### config.mk
export PLATFORM = sky130hd
export DESIGN_NAME = scc_top
export DESIGN_NICKNAME = d
export VERILOG_FILES = /design/src/hw/scc_pkg.sv /design/src/hw/scc_clk_if.sv /design/src/hw/scc_osc.sv /design/src/hw/scc_clkgen.sv /design/src/hw/scc_top.sv
export VERILOG_INCLUDE_DIRS = /design/src /design/src/hw
export SDC_FILE = /design/constraint.sdc
export NUM_CORES = 1
export LEC_CHECK = 0
export BUFFER_PORTS_ARGS = -buffer_cell sky130_fd_sc_hd__buf_4
export CORE_MARGIN = 5
export CORE_UTILIZATION = 45
export DETAILED_ROUTE_END_ITERATION = 16
export HOLD_SLACK_MARGIN = 0.05
export PLACE_DENSITY = 0.71
export SETUP_SLACK_MARGIN = 0.2
export SYNTH_ARGS = -nofsm -noshare
export SYNTH_HDL_FRONTEND = slang
export SYNTH_SLANG_ARGS = --single-unit
### constraint.sdc
create_clock -name clk -period 4.2 [get_ports clk]
set_input_delay 1.05 -clock clk [delete_from_list [all_inputs] [get_ports clk]]
set_output_delay 1.05 -clock clk [all_outputs]
set_load 0.01 [all_outputs]
### src/hw/scc_cfg.svh
// Purpose: constants of the system clock source control block
// Assumes: 20 MHz core clock, 32-bit classic Wishbone register port
// Notes:   offsets are byte addresses, registers hold up to 8 bits in the low lane
`ifndef SCC_CFG_SVH
`define SCC_CFG_SVH

// register byte offsets
`define SCC_ADR_CLK_MODE   6'h00
`define SCC_ADR_XTAL_CTRL  6'h04
`define SCC_ADR_FAST_TRIM  6'h08
`define SCC_ADR_MISC_CTRL  6'h0C
`define SCC_ADR_STATUS     6'h10
// field positions
`define SCC_BIT_XTAL_EN    7
`define SCC_BIT_FAST_EN    4
`define SCC_BIT_SLOW_EN    2
`define SCC_BIT_WDT_EN     0
`define SCC_BIT_PA5_OUT    1
// reset values
// slow RC undivided with the fast oscillator off, so an uncalibrated boot keeps it off
`define SCC_CLK_MODE_RST   8'hE6
`define SCC_XTAL_CTRL_RST  8'h00
`define SCC_FAST_TRIM_RST  8'h10
// boot-time clock modes per calibration option
`define SCC_MODE_DIV2      8'h34
`define SCC_MODE_DIV4      8'h14
`define SCC_MODE_DIV8      8'h3C
`define SCC_MODE_DIV16     8'h1C
`define SCC_MODE_DIV32     8'h7C
`define SCC_MODE_SLOW      8'hE4
`define SCC_CAL_DISABLE    3'h6
// timing
`define SCC_CLK_MHZ        20
`define SCC_BOOT_SLOW_US   50000
`define SCC_BOOT_FAST_US   750
`define SCC_SLOW_PERIOD    8'h28

`endif

### src/hw/scc_pkg.sv
// Purpose: shared types of the clock source control block
// Assumes: constants live in scc_cfg.svh
// Notes:   none
package scc_pkg;
   // clock source as seen by the clock generator
   typedef enum logic [1:0] {
      SRC_FAST = 2'h0,
      SRC_SLOW = 2'h1,
      SRC_XTAL = 2'h2
   } scc_src_t;
   // boot sequencer states, one-hot
   typedef enum logic [2:0] {
      BOOT_HOLD  = 3'h1,
      BOOT_APPLY = 3'h2,
      BOOT_RUN   = 3'h4
   } scc_boot_t;
endpackage

### src/hw/scc_clk_if.sv
// Purpose: carries source ticks and selection from control to generator
// Assumes: all signals on clk
// Notes:   req_div is the divide ratio as a power of two
`timescale 1ns/10ps
interface scc_clk_if;
   scc_pkg::scc_src_t req_src;    // requested source
   logic [2:0]        req_div;    // requested divide, log2
   logic              fast_tick;  // fast RC edge
   logic              slow_tick;  // slow RC edge
   logic              xtal_tick;  // crystal edge
   logic              sys_clk;    // generated system clock
   scc_pkg::scc_src_t act_src;    // source now in use
   modport ctl (output req_src, req_div, fast_tick, slow_tick, xtal_tick,
                input sys_clk, act_src);
   modport gen (input req_src, req_div, fast_tick, slow_tick, xtal_tick,
                output sys_clk, act_src);
endinterface

### src/hw/scc_osc.sv
// Purpose: behavioural oscillator, one tick per output edge
// Assumes: period is in core clock cycles, zero treated as one
// Notes:   ticks stop at once when disabled
`timescale 1ns/10ps
module scc_osc #(
   parameter int W = 8
) (
   input  wire logic         clk,
   input  wire logic         arst_n,
   input  wire logic         en,
   input  wire logic [W-1:0] period,
   output logic              tick
);
   logic [W-1:0] cnt_q; // cycles since last tick

   // count cycles of the period, emit a tick on wrap
   always_ff @(posedge clk or negedge arst_n) begin
      if (!arst_n) begin
         cnt_q <= '0;
         tick  <= 1'b0;
      end else if (!en) begin
         cnt_q <= '0;
         tick  <= 1'b0;
      end else if (cnt_q + W'(1) >= period) begin
         cnt_q <= '0;
         tick  <= 1'b1;
      end else begin
         cnt_q <= cnt_q + W'(1);
         tick  <= 1'b0;
      end
   end
endmodule

### src/hw/scc_clkgen.sv
// Purpose: glitch-free divided system clock from the selected source ticks
// Assumes: ticks are one-cycle pulses
// Notes:   selection changes only in a low phase, at its end or when the active source is dead
`timescale 1ns/10ps
module scc_clkgen (
   input  wire logic clk,
   input  wire logic arst_n,
   scc_clk_if.gen    cif
);
   logic [2:0] act_div_q; // divide in use, log2
   logic [6:0] cnt_q;     // ticks in the current phase
   logic [8:0] idle_q;    // cycles since the active source last ticked
   logic [6:0] phase_len; // ticks per phase
   logic       tick;      // tick of the active source
   logic       stuck;     // active source silent far longer than any period
   logic       change;    // requested selection differs from the active one

   always_comb begin
      phase_len = 7'h01 << act_div_q;
      case (cif.act_src)
         scc_pkg::SRC_SLOW: tick = cif.slow_tick;
         scc_pkg::SRC_XTAL: tick = cif.xtal_tick;
         default:           tick = cif.fast_tick;
      endcase
   end

   assign change = (cif.req_src != cif.act_src) || (cif.req_div != act_div_q);

   // a dead source must not hang a low clock forever; a live but slow one
   // must not be cut short, hence the long silence before giving up on it
   assign stuck = !cif.sys_clk && (idle_q == 9'h1FF)
                  && (cif.req_src != cif.act_src);

   // silence counter; saturates so a dead source stays flagged
   always_ff @(posedge clk or negedge arst_n) begin
      if (!arst_n) begin
         idle_q <= 9'h000;
      end else if (tick) begin
         idle_q <= 9'h000;
      end else if (idle_q != 9'h1FF) begin
         idle_q <= idle_q + 9'h001;
      end
   end

   // phases are whole; handover only when low is complete or dead
   always_ff @(posedge clk or negedge arst_n) begin
      if (!arst_n) begin
         cnt_q       <= 7'h00;
         cif.sys_clk <= 1'b0;
         cif.act_src <= scc_pkg::SRC_SLOW;
         act_div_q   <= 3'h0;
      end else if (tick && (cnt_q == phase_len - 7'h01)) begin
         cnt_q <= 7'h00;
         if (!cif.sys_clk && change) begin
            // low phase lengthens and restarts on the new selection, so a
            // source that never ticks keeps the clock low
            cif.act_src <= cif.req_src;
            act_div_q   <= cif.req_div;
         end else begin
            cif.sys_clk <= !cif.sys_clk;
         end
      end else if (tick) begin
         cnt_q <= cnt_q + 7'h01;
      end else if (stuck) begin
         // low phase only lengthens here, never shortens
         cnt_q       <= 7'h00;
         cif.act_src <= cif.req_src;
         act_div_q   <= cif.req_div;
      end
   end

   // a source or divide change never lands inside a high phase
   glitch_free_a : assert property (@(posedge clk) disable iff (!arst_n)
      ($changed(cif.act_src) || $changed(act_div_q)) |-> !$past(cif.sys_clk))
      else $error("clock selection changed during high phase");
endmodule

### src/hw/scc_top.sv
// Purpose: system clock source control with boot sequencer and Wishbone registers
// Assumes: arst_n is the power-on reset; straps steady around its release
// Notes:   oscillators are modelled as tick generators on clk
`timescale 1ns/10ps
`include "scc_cfg.svh"
module scc_top #(
   parameter int BOOT_SLOW_CYC = `SCC_BOOT_SLOW_US * `SCC_CLK_MHZ,
   parameter int BOOT_FAST_CYC = `SCC_BOOT_FAST_US * `SCC_CLK_MHZ
) (
   input  wire logic        clk,
   input  wire logic        arst_n,
   // classic wishbone slave
   input  wire logic        wb_cyc_i,
   input  wire logic        wb_stb_i,
   input  wire logic        wb_we_i,
   input  wire logic [5:0]  wb_adr_i,
   input  wire logic [3:0]  wb_sel_i,
   input  wire logic [31:0] wb_dat_i,
   output logic      [31:0] wb_dat_o,
   output logic             wb_ack_o,
   // straps and stored calibration
   input  wire logic        boot_fast,
   input  wire logic [2:0]  cal_option,
   input  wire logic [7:0]  cal_trim,
   // crystal input edge source
   input  wire logic        xtal_in,
   // clock and control outputs
   output logic             sys_clk_o,
   output logic             xtal_en_o,
   output logic [1:0]       xtal_drive_o,
   output logic             fast_en_o,
   output logic             slow_en_o,
   output logic [7:0]       fast_trim_o,
   output logic             wdt_en_o,
   output logic             port_a_bit_five_oe_n,
   output logic             cpu_run_o
);
   scc_clk_if cif ();

   logic [7:0]       clk_mode_q;  // system_clock_select register
   logic [7:0]       xtal_ctrl_q; // crystal enable and drive
   logic [7:0]       trim_q;      // fast RC trim
   logic [1:0]       misc_q;      // watchdog enable, pin output
   logic             cal_done_q;  // stored trim applied
   logic             xtal_prev_q; // crystal input last cycle
   scc_pkg::scc_boot_t state_q;   // boot sequencer
   logic [31:0]      boot_cnt_q;  // boot wait counter
   logic             strap_q;     // straps captured
   logic             fast_boot_q; // captured boot length
   logic [2:0]       opt_q;       // captured calibration option
   logic             bus_req;     // new bus cycle this clock
   logic             bus_wr;      // write commits this clock
   logic [31:0]      rd_data;     // read mux
   logic [31:0]      boot_len;    // selected boot length
   logic [7:0]       boot_mode;   // mode applied at boot end
   logic             running;     // boot finished

   assign running = (state_q == scc_pkg::BOOT_RUN);
   assign bus_req = wb_cyc_i && wb_stb_i && !wb_ack_o;
   // writes commit on the edge where the master sees ack
   assign bus_wr  = wb_cyc_i && wb_stb_i && wb_ack_o && wb_we_i && wb_sel_i[0] && running;
   assign boot_len = fast_boot_q ? 32'(BOOT_FAST_CYC) : 32'(BOOT_SLOW_CYC);

   // clock mode chosen by each calibrated option
   always_comb begin
      case (opt_q)
         3'h0:    boot_mode = `SCC_MODE_DIV2;
         3'h1:    boot_mode = `SCC_MODE_DIV4;
         3'h2:    boot_mode = `SCC_MODE_DIV8;
         3'h3:    boot_mode = `SCC_MODE_DIV16;
         3'h4:    boot_mode = `SCC_MODE_DIV32;
         3'h5:    boot_mode = `SCC_MODE_SLOW;
         default: boot_mode = clk_mode_q;
      endcase
   end

   // decode source and divide from the mode byte: {bit3, bits 7:5}
   always_comb begin
      case ({clk_mode_q[3], clk_mode_q[7:5]})
         4'h1: begin cif.req_src = scc_pkg::SRC_FAST; cif.req_div = 3'h1; end
         4'h0: begin cif.req_src = scc_pkg::SRC_FAST; cif.req_div = 3'h2; end
         4'h9: begin cif.req_src = scc_pkg::SRC_FAST; cif.req_div = 3'h3; end
         4'h8: begin cif.req_src = scc_pkg::SRC_FAST; cif.req_div = 3'h4; end
         4'hB: begin cif.req_src = scc_pkg::SRC_FAST; cif.req_div = 3'h5; end
         4'h7: begin cif.req_src = scc_pkg::SRC_SLOW; cif.req_div = 3'h0; end
         4'h5: begin cif.req_src = scc_pkg::SRC_XTAL; cif.req_div = 3'h0; end
         // remaining codes run the fast RC divided by 64
         default: begin cif.req_src = scc_pkg::SRC_FAST; cif.req_div = 3'h6; end
      endcase
   end

   // oscillators; the trim sets the fast period
   scc_osc #(.W(8)) u_fast (
      .clk    (clk),
      .arst_n (arst_n),
      .en     (fast_en_o),
      .period (trim_q),
      .tick   (cif.fast_tick)
   );
   scc_osc #(.W(8)) u_slow (
      .clk    (clk),
      .arst_n (arst_n),
      .en     (slow_en_o),
      .period (`SCC_SLOW_PERIOD),
      .tick   (cif.slow_tick)
   );

   // crystal edges count only while its enable is set
   always_ff @(posedge clk or negedge arst_n) begin
      if (!arst_n) begin
         xtal_prev_q   <= 1'b0;
         cif.xtal_tick <= 1'b0;
      end else begin
         xtal_prev_q   <= xtal_in;
         cif.xtal_tick <= xtal_en_o && (xtal_in != xtal_prev_q);
      end
   end

   scc_clkgen u_gen (
      .clk    (clk),
      .arst_n (arst_n),
      .cif    (cif)
   );

   // boot sequencer: capture straps after release, wait, apply option
   always_ff @(posedge clk or negedge arst_n) begin
      if (!arst_n) begin
         state_q     <= scc_pkg::BOOT_HOLD;
         boot_cnt_q  <= 32'h0000_0000;
         strap_q     <= 1'b0;
         fast_boot_q <= 1'b0;
         opt_q       <= `SCC_CAL_DISABLE;
      end else begin
         case (state_q)
            scc_pkg::BOOT_HOLD: begin
               if (!strap_q) begin
                  strap_q     <= 1'b1;
                  fast_boot_q <= boot_fast;
                  opt_q       <= cal_option;
               end else if (boot_cnt_q + 32'h0000_0001 >= boot_len) begin
                  state_q <= scc_pkg::BOOT_APPLY;
               end else begin
                  boot_cnt_q <= boot_cnt_q + 32'h0000_0001;
               end
            end
            scc_pkg::BOOT_APPLY: state_q <= scc_pkg::BOOT_RUN;
            scc_pkg::BOOT_RUN:   state_q <= scc_pkg::BOOT_RUN;
            default:             state_q <= scc_pkg::BOOT_HOLD;
         endcase
      end
   end

   // clock mode register: boot option, then software writes
   always_ff @(posedge clk or negedge arst_n) begin
      if (!arst_n) begin
         clk_mode_q <= `SCC_CLK_MODE_RST;
      end else if (state_q == scc_pkg::BOOT_APPLY) begin
         clk_mode_q <= boot_mode;
      end else if (bus_wr && wb_adr_i == `SCC_ADR_CLK_MODE) begin
         clk_mode_q <= wb_dat_i[7:0];
      end
   end

   // crystal control: enable bit and drive field
   always_ff @(posedge clk or negedge arst_n) begin
      if (!arst_n) begin
         xtal_ctrl_q <= `SCC_XTAL_CTRL_RST;
      end else if (bus_wr && wb_adr_i == `SCC_ADR_XTAL_CTRL) begin
         xtal_ctrl_q <= wb_dat_i[7:0];
      end
   end

   // trim: stored calibration loaded once per calibrated boot, never recomputed
   always_ff @(posedge clk or negedge arst_n) begin
      if (!arst_n) begin
         trim_q     <= `SCC_FAST_TRIM_RST;
         cal_done_q <= 1'b0;
      end else if (state_q == scc_pkg::BOOT_APPLY) begin
         if (opt_q < `SCC_CAL_DISABLE) begin
            trim_q     <= cal_trim;
            cal_done_q <= 1'b1;
         end
      end else if (bus_wr && wb_adr_i == `SCC_ADR_FAST_TRIM) begin
         trim_q <= wb_dat_i[7:0];
      end
   end

   // misc: watchdog enable and port pin direction
   always_ff @(posedge clk or negedge arst_n) begin
      if (!arst_n) begin
         misc_q <= 2'h1;
      end else if (state_q == scc_pkg::BOOT_APPLY) begin
         misc_q <= {1'b0, opt_q >= `SCC_CAL_DISABLE};
      end else if (bus_wr && wb_adr_i == `SCC_ADR_MISC_CTRL) begin
         misc_q <= wb_dat_i[1:0];
      end
   end

   // registered outputs; both RC oscillators forced on until boot ends
   always_ff @(posedge clk or negedge arst_n) begin
      if (!arst_n) begin
         xtal_en_o            <= 1'b0;
         xtal_drive_o         <= 2'h0;
         fast_en_o            <= 1'b1;
         slow_en_o            <= 1'b1;
         fast_trim_o          <= `SCC_FAST_TRIM_RST;
         wdt_en_o             <= 1'b1;
         port_a_bit_five_oe_n <= 1'b1;
         cpu_run_o            <= 1'b0;
         sys_clk_o            <= 1'b0;
      end else begin
         xtal_en_o            <= xtal_ctrl_q[`SCC_BIT_XTAL_EN];
         xtal_drive_o         <= xtal_ctrl_q[6:5];
         fast_en_o            <= clk_mode_q[`SCC_BIT_FAST_EN] || !running;
         slow_en_o            <= clk_mode_q[`SCC_BIT_SLOW_EN] || !running;
         fast_trim_o          <= trim_q;
         wdt_en_o             <= misc_q[`SCC_BIT_WDT_EN];
         port_a_bit_five_oe_n <= !misc_q[`SCC_BIT_PA5_OUT];
         cpu_run_o            <= running;
         sys_clk_o            <= cif.sys_clk;
      end
   end

   // read mux; unmapped offsets read zero
   always_comb begin
      rd_data = 32'h0000_0000;
      case (wb_adr_i)
         `SCC_ADR_CLK_MODE:  rd_data[7:0] = clk_mode_q;
         `SCC_ADR_XTAL_CTRL: rd_data[7:0] = xtal_ctrl_q;
         `SCC_ADR_FAST_TRIM: rd_data[7:0] = trim_q;
         `SCC_ADR_MISC_CTRL: rd_data[1:0] = misc_q;
         `SCC_ADR_STATUS:    rd_data[5:0] = {cal_done_q, cif.sys_clk,
                                             cif.act_src, fast_boot_q, running};
         default:            rd_data = 32'h0000_0000;
      endcase
   end

   // bus answer: ack one cycle after the request, dropped the next
   always_ff @(posedge clk or negedge arst_n) begin
      if (!arst_n) begin
         wb_ack_o <= 1'b0;
         wb_dat_o <= 32'h0000_0000;
      end else begin
         wb_ack_o <= bus_req;
         if (bus_req) begin
            wb_dat_o <= rd_data;
         end
      end
   end

   ack_single_a : assert property (@(posedge clk) disable iff (!arst_n)
      wb_ack_o |=> !wb_ack_o)
      else $error("ack held longer than one cycle");

   ack_cause_a : assert property (@(posedge clk) disable iff (!arst_n)
      $rose(wb_ack_o) |-> $past(wb_cyc_i && wb_stb_i))
      else $error("ack without request");

   boot_hold_a : assert property (@(posedge clk) disable iff (!arst_n)
      (state_q == scc_pkg::BOOT_HOLD) |=> !cpu_run_o)
      else $error("cpu released during boot wait");

   boot_osc_on_a : assert property (@(posedge clk) disable iff (!arst_n)
      (state_q == scc_pkg::BOOT_APPLY) |=> fast_en_o && slow_en_o)
      else $error("rc oscillators not running at boot end");

   cal_mode_a : assert property (@(posedge clk) disable iff (!arst_n)
      (state_q == scc_pkg::BOOT_APPLY && opt_q == 3'h0) |=> clk_mode_q == 8'h34
      ##1 cif.req_div == 3'h1 && cif.req_src == scc_pkg::SRC_FAST)
      else $error("divide by two option not applied");

   cal_state_a : assert property (@(posedge clk) disable iff (!arst_n)
      (state_q == scc_pkg::BOOT_APPLY && opt_q < 3'h6) |=> ##1
      !wdt_en_o && slow_en_o && port_a_bit_five_oe_n && fast_trim_o == $past(cal_trim, 2))
      else $error("calibrated boot state wrong");

   no_cal_a : assert property (@(posedge clk) disable iff (!arst_n)
      (state_q == scc_pkg::BOOT_APPLY && opt_q >= 3'h6) |=>
      clk_mode_q == $past(clk_mode_q) ##1 wdt_en_o && !fast_en_o)
      else $error("uncalibrated boot state wrong");

   mode_write_a : assert property (@(posedge clk) disable iff (!arst_n)
      (bus_wr && wb_adr_i == 6'h00) |=> clk_mode_q == $past(wb_dat_i[7:0]))
      else $error("clock mode write not taken at once");

   slow_sel_a : assert property (@(posedge clk) disable iff (!arst_n)
      (clk_mode_q == 8'hE4) |-> cif.req_src == scc_pkg::SRC_SLOW && cif.req_div == 3'h0)
      else $error("slow mode decode wrong");

   drive_field_a : assert property (@(posedge clk) disable iff (!arst_n)
      running |=> xtal_drive_o == $past(xtal_ctrl_q[6:5]) && xtal_en_o == $past(xtal_ctrl_q[7]))
      else $error("crystal control not reflected");
endmodule

==> metrics <==
status=completed; via count=5,964; drt drc=0; R2R Path Start=boot_cnt_q[8]$_DFFE_PN0P_; worst stage delay on the critical path=0.51 ns; Pins Over Slew Limit=0; placer congestion estimate=0.863; Initial Util=46.1%; post-synthesis sequential area ratio=44.2%; Mapped Cells=774; Clk Latency, worst-skew pair=0.43 ns; RSZ-0062 raised after global routing=false; Max-Cap Viols=0; total core area=16,700 µm²; Starting DRT DRC Count=about 370; sequential cell area=3400 µm²; compound-cell area share of the yosys netlist=between 10% and 20%; Setup TNS=0 ns; crit-path cells=nand4_1 -> or4_1 -> nor2_1 -> xor2_1 -> ha_1 -> a211o_1 -> a211oi_2 -> o2111ai_1 -> nand3_1 -> nand4_2 -> nor4_4 -> buf_4 -> xor2_1; setup slack, reg-to-reg=0.45 ns; min-delay src=misc_q[0]$_DFFE_PN1P_; synthesis-stage register bit count=135; largest net degree at the start of global routing=between 100 and 150; count of final setup violators=0; dominant synthesized flop cell=dfrtp_1; Critical Path End Type=flip-flop; dpl cell area=8280 µm²; post-DR wirelength/cell=around 17 µm; Synth Area in Adders=under 10%; GR Util All Layers=18.4%; initial antenna violation count=0; worst flop-to-flop path endpoint=boot_cnt_q[0]$_DFFE_PN0P_; area of the multi-input gates=3950 µm²; transition time of the tightest slew-check pin=1.23 ns; CTS clock-pin slew for the worst setup and hold paths=0.06 ns; largest family of logic cells by synthesized area=simple AND/OR/NAND/NOR gates; H-tree depth=4; Cell variety after synth=64; DIE AREA=slightly below 20,000 µm²; cell area after layout=approximately 9000 µm²; first-pass GRT wire length=approximately 29 mm; Syn Area/Cell=approximately 10 µm²; TritonRoute pass-1 iters=5; fin crit period=3.75 ns; # rows=47; fillers=1,489; simple-gate share of the synthesized area=21.3%; Top cell by count, worst path=xor2_1; Ports=110; CTS tree=yes; Post-synth EDFFs=0; Die Span X=141 µm; slowest CP cell=or4_1; VDD IR max=slightly above 0.3 mV; via/cell ratio=5.58; FF-to-FF path depth=13; Synth async-reset ratio=100%; Synth Area in XOR/XNOR=between 6 and 7%; vias in the first global route=5,693; Syn-to-layout area delta=15.9%; Synth top area share=about two fifths; I/O Buffers=58; period utilization=89.3%; yosys warns=0; CTS Root Cell=clkbuf_16; WHS Path Cells=0; mux contribution to synthesized area=approximately 5.5%; CP Launch Type=flip-flop; HPWL Detailed=12.6 mm; CP Buf/Inv Count=1; skew final=0.00787 ns; Hold WC Path Type=reg -> reg; WP data required=about 4.6 ns; top post-synthesis cells by area=dfrtp_1, dfstp_2, ha_1; die height=between 100 and 150 µm; Crit Path Max Fanout=13; arrival time worst endpoint=4.10 ns; Crit Path Category=reg -> reg; GRT Residual Overflow=0; layout cells sized above 1=around a fifth; Clock Path Buffers=2; Rel. slew slack=about 17%; FMAX=about 270 MHz; synth cell count leaders=dfrtp_1, nand2_1, nor2_1; Worst Hold Path EP=wdt_en_o$_DFF_PN1_; final hold vios=0; CTS buffer count=17; Netlist Area Pre-Place=approximately 7700 µm²; WL final=approximately 18 mm; Final #Nets=926; most common cell in the netlist=dfrtp_1; PD cells=334 nW/µm²; ANT cells=0; clk sink count=135; cell taking the most area after synthesis=dfrtp_1; leakage power=4.07 nW; post-route ant nets=0; CP top delay family=simple AND/OR/NAND/NOR gates
-- flip-flops by register name, summed over array words and instances, names as in the netlist, 2 cells and up --
| register | count |
|---|---|
| clk_mode_q | 8 |
| u_gen.idle_q | 9 |
| boot_cnt_q | 32 |
| u_gen.cnt_q | 7 |
| trim_q | 8 |
| u_gen.act_div_q | 3 |
| wb_dat_o | 8 |
| xtal_drive_o | 2 |
| xtal_ctrl_q | 8 |
| fast_trim_o | 8 |
| u_slow.cnt_q | 8 |
| misc_q | 2 |
| state_q | 3 |
| u_fast.cnt_q | 8 |
| u_gen.cif.act_src | 2 |
| opt_q | 3 |
-- layout make-up --
class / instances / area share (%)
timing repair buffer: 77 / 6.52
multi-input combinational: 578 / 44.2
clock inverter: 11 / 1.63
sequential: 135 / 38.1
clock buffer: 21 / 5.27
inverter: 27 / 1.14
tap: 220 / 3.09
-- worst max-delay path by stage --
stage / startpoint / endpoint / cells after the start
after floorplan: boot_cnt_q[0]$_DFFE_PN0P_ / boot_cnt_q[11]$_DFFE_PN0P_ / 15
after global placement: boot_cnt_q[0]$_DFFE_PN0P_ / boot_cnt_q[0]$_DFFE_PN0P_ / 15
after detailed placement: boot_cnt_q[0]$_DFFE_PN0P_ / boot_cnt_q[0]$_DFFE_PN0P_ / 15
after CTS: boot_cnt_q[0]$_DFFE_PN0P_ / boot_cnt_q[0]$_DFFE_PN0P_ / 15
after global routing: boot_cnt_q[0]$_DFFE_PN0P_ / boot_cnt_q[0]$_DFFE_PN0P_ / 15
final: boot_cnt_q[8]$_DFFE_PN0P_ / boot_cnt_q[0]$_DFFE_PN0P_ / 13
-- layer usage --
layer	up-vias	share of wire, %	wire [µm]	track usage, %
li1	2857	-	-	-
met1	2923	44	7920	24.9
met2	163	48	8650	29.0
met3	21	5.9	1050	4.98
met4	0	1.4	250	5.46
met5	-	0	0	0
-- where the power goes --
group	internal, mW	total (mW)	switching [mW]
Combinational	0.0384	0.106	0.0675
Clock	0.981	1.55	0.573
Sequential	1.31	1.32	0.00951
Total	2.33	2.98	0.650
-- worst reg2reg max path, cell delays in order, from the launching register on --
cell	delay, ns
dfrtp_1	0.48
nand4_1	0.27
or4_1	0.51
nor2_1	0.24
xor2_1	0.18
ha_1	0.26
a211o_1	0.31
a211oi_2	0.28
o2111ai_1	0.15
nand3_1	0.15
nand4_2	0.17
nor4_4	0.25
buf_4	0.26
xor2_1	0.17
-- kinds of logic after synthesis --
family          count (synthesis)
mux                            39
xor+xnor                       61
fa+ha+maj                      30
flops                         135
buf+inv                        86
simple gates                  290
other cells                     1
compound gates                132
-- placed cells by master (no fill, tap or decap), types with 4 or more instances in the layout --
cell / n
and2_1: 5
nor4_2: 9
a211oi_1: 6
ha_1: 30
o211a_1: 4
mux2i_1: 15
a21o_1: 10
dfstp_2: 16
nand4_1: 22
conb_1: 26
nand3_1: 31
a31oi_1: 5
a21oi_1: 25
xor2_1: 37
xnor2_1: 24
nor2b_1: 15
a22oi_1: 4
nor3b_1: 6
and3_1: 10
nand2b_1: 9
nor2_1: 48
or3_1: 8
o31ai_1: 6
clkbuf_16: 17
dfrtp_1: 119
and4_1: 8
nand2_1: 65
buf_4: 76
nor3_1: 14
o21ai_0: 41
inv_1: 26
mux2_2: 24
nor4_1: 14
a222oi_1: 6
-- timing repair --
item	in CTS	in global routing
endpoints found under the setup margin	0	32
buffers inserted	0	2
gates resized for setup	0	2
hold buffers	0	0
-- per-stage QoR --
step	setup slack, ns	hold slack, ns	std cells	total power [mW]	util [%]
CTS	0.268	0.388	1067	3.01	53.3
floorplan	0.424	0.360	799	1.39	-
finish	0.451	0.385	1069	2.98	53.4
global placement	0.412	0.370	1035	1.45	49.6
detailed placement	0.301	0.375	1035	1.45	49.6
global route	0.195	0.396	1069	3.08	53.4
(Power assumes the default switching activity.)
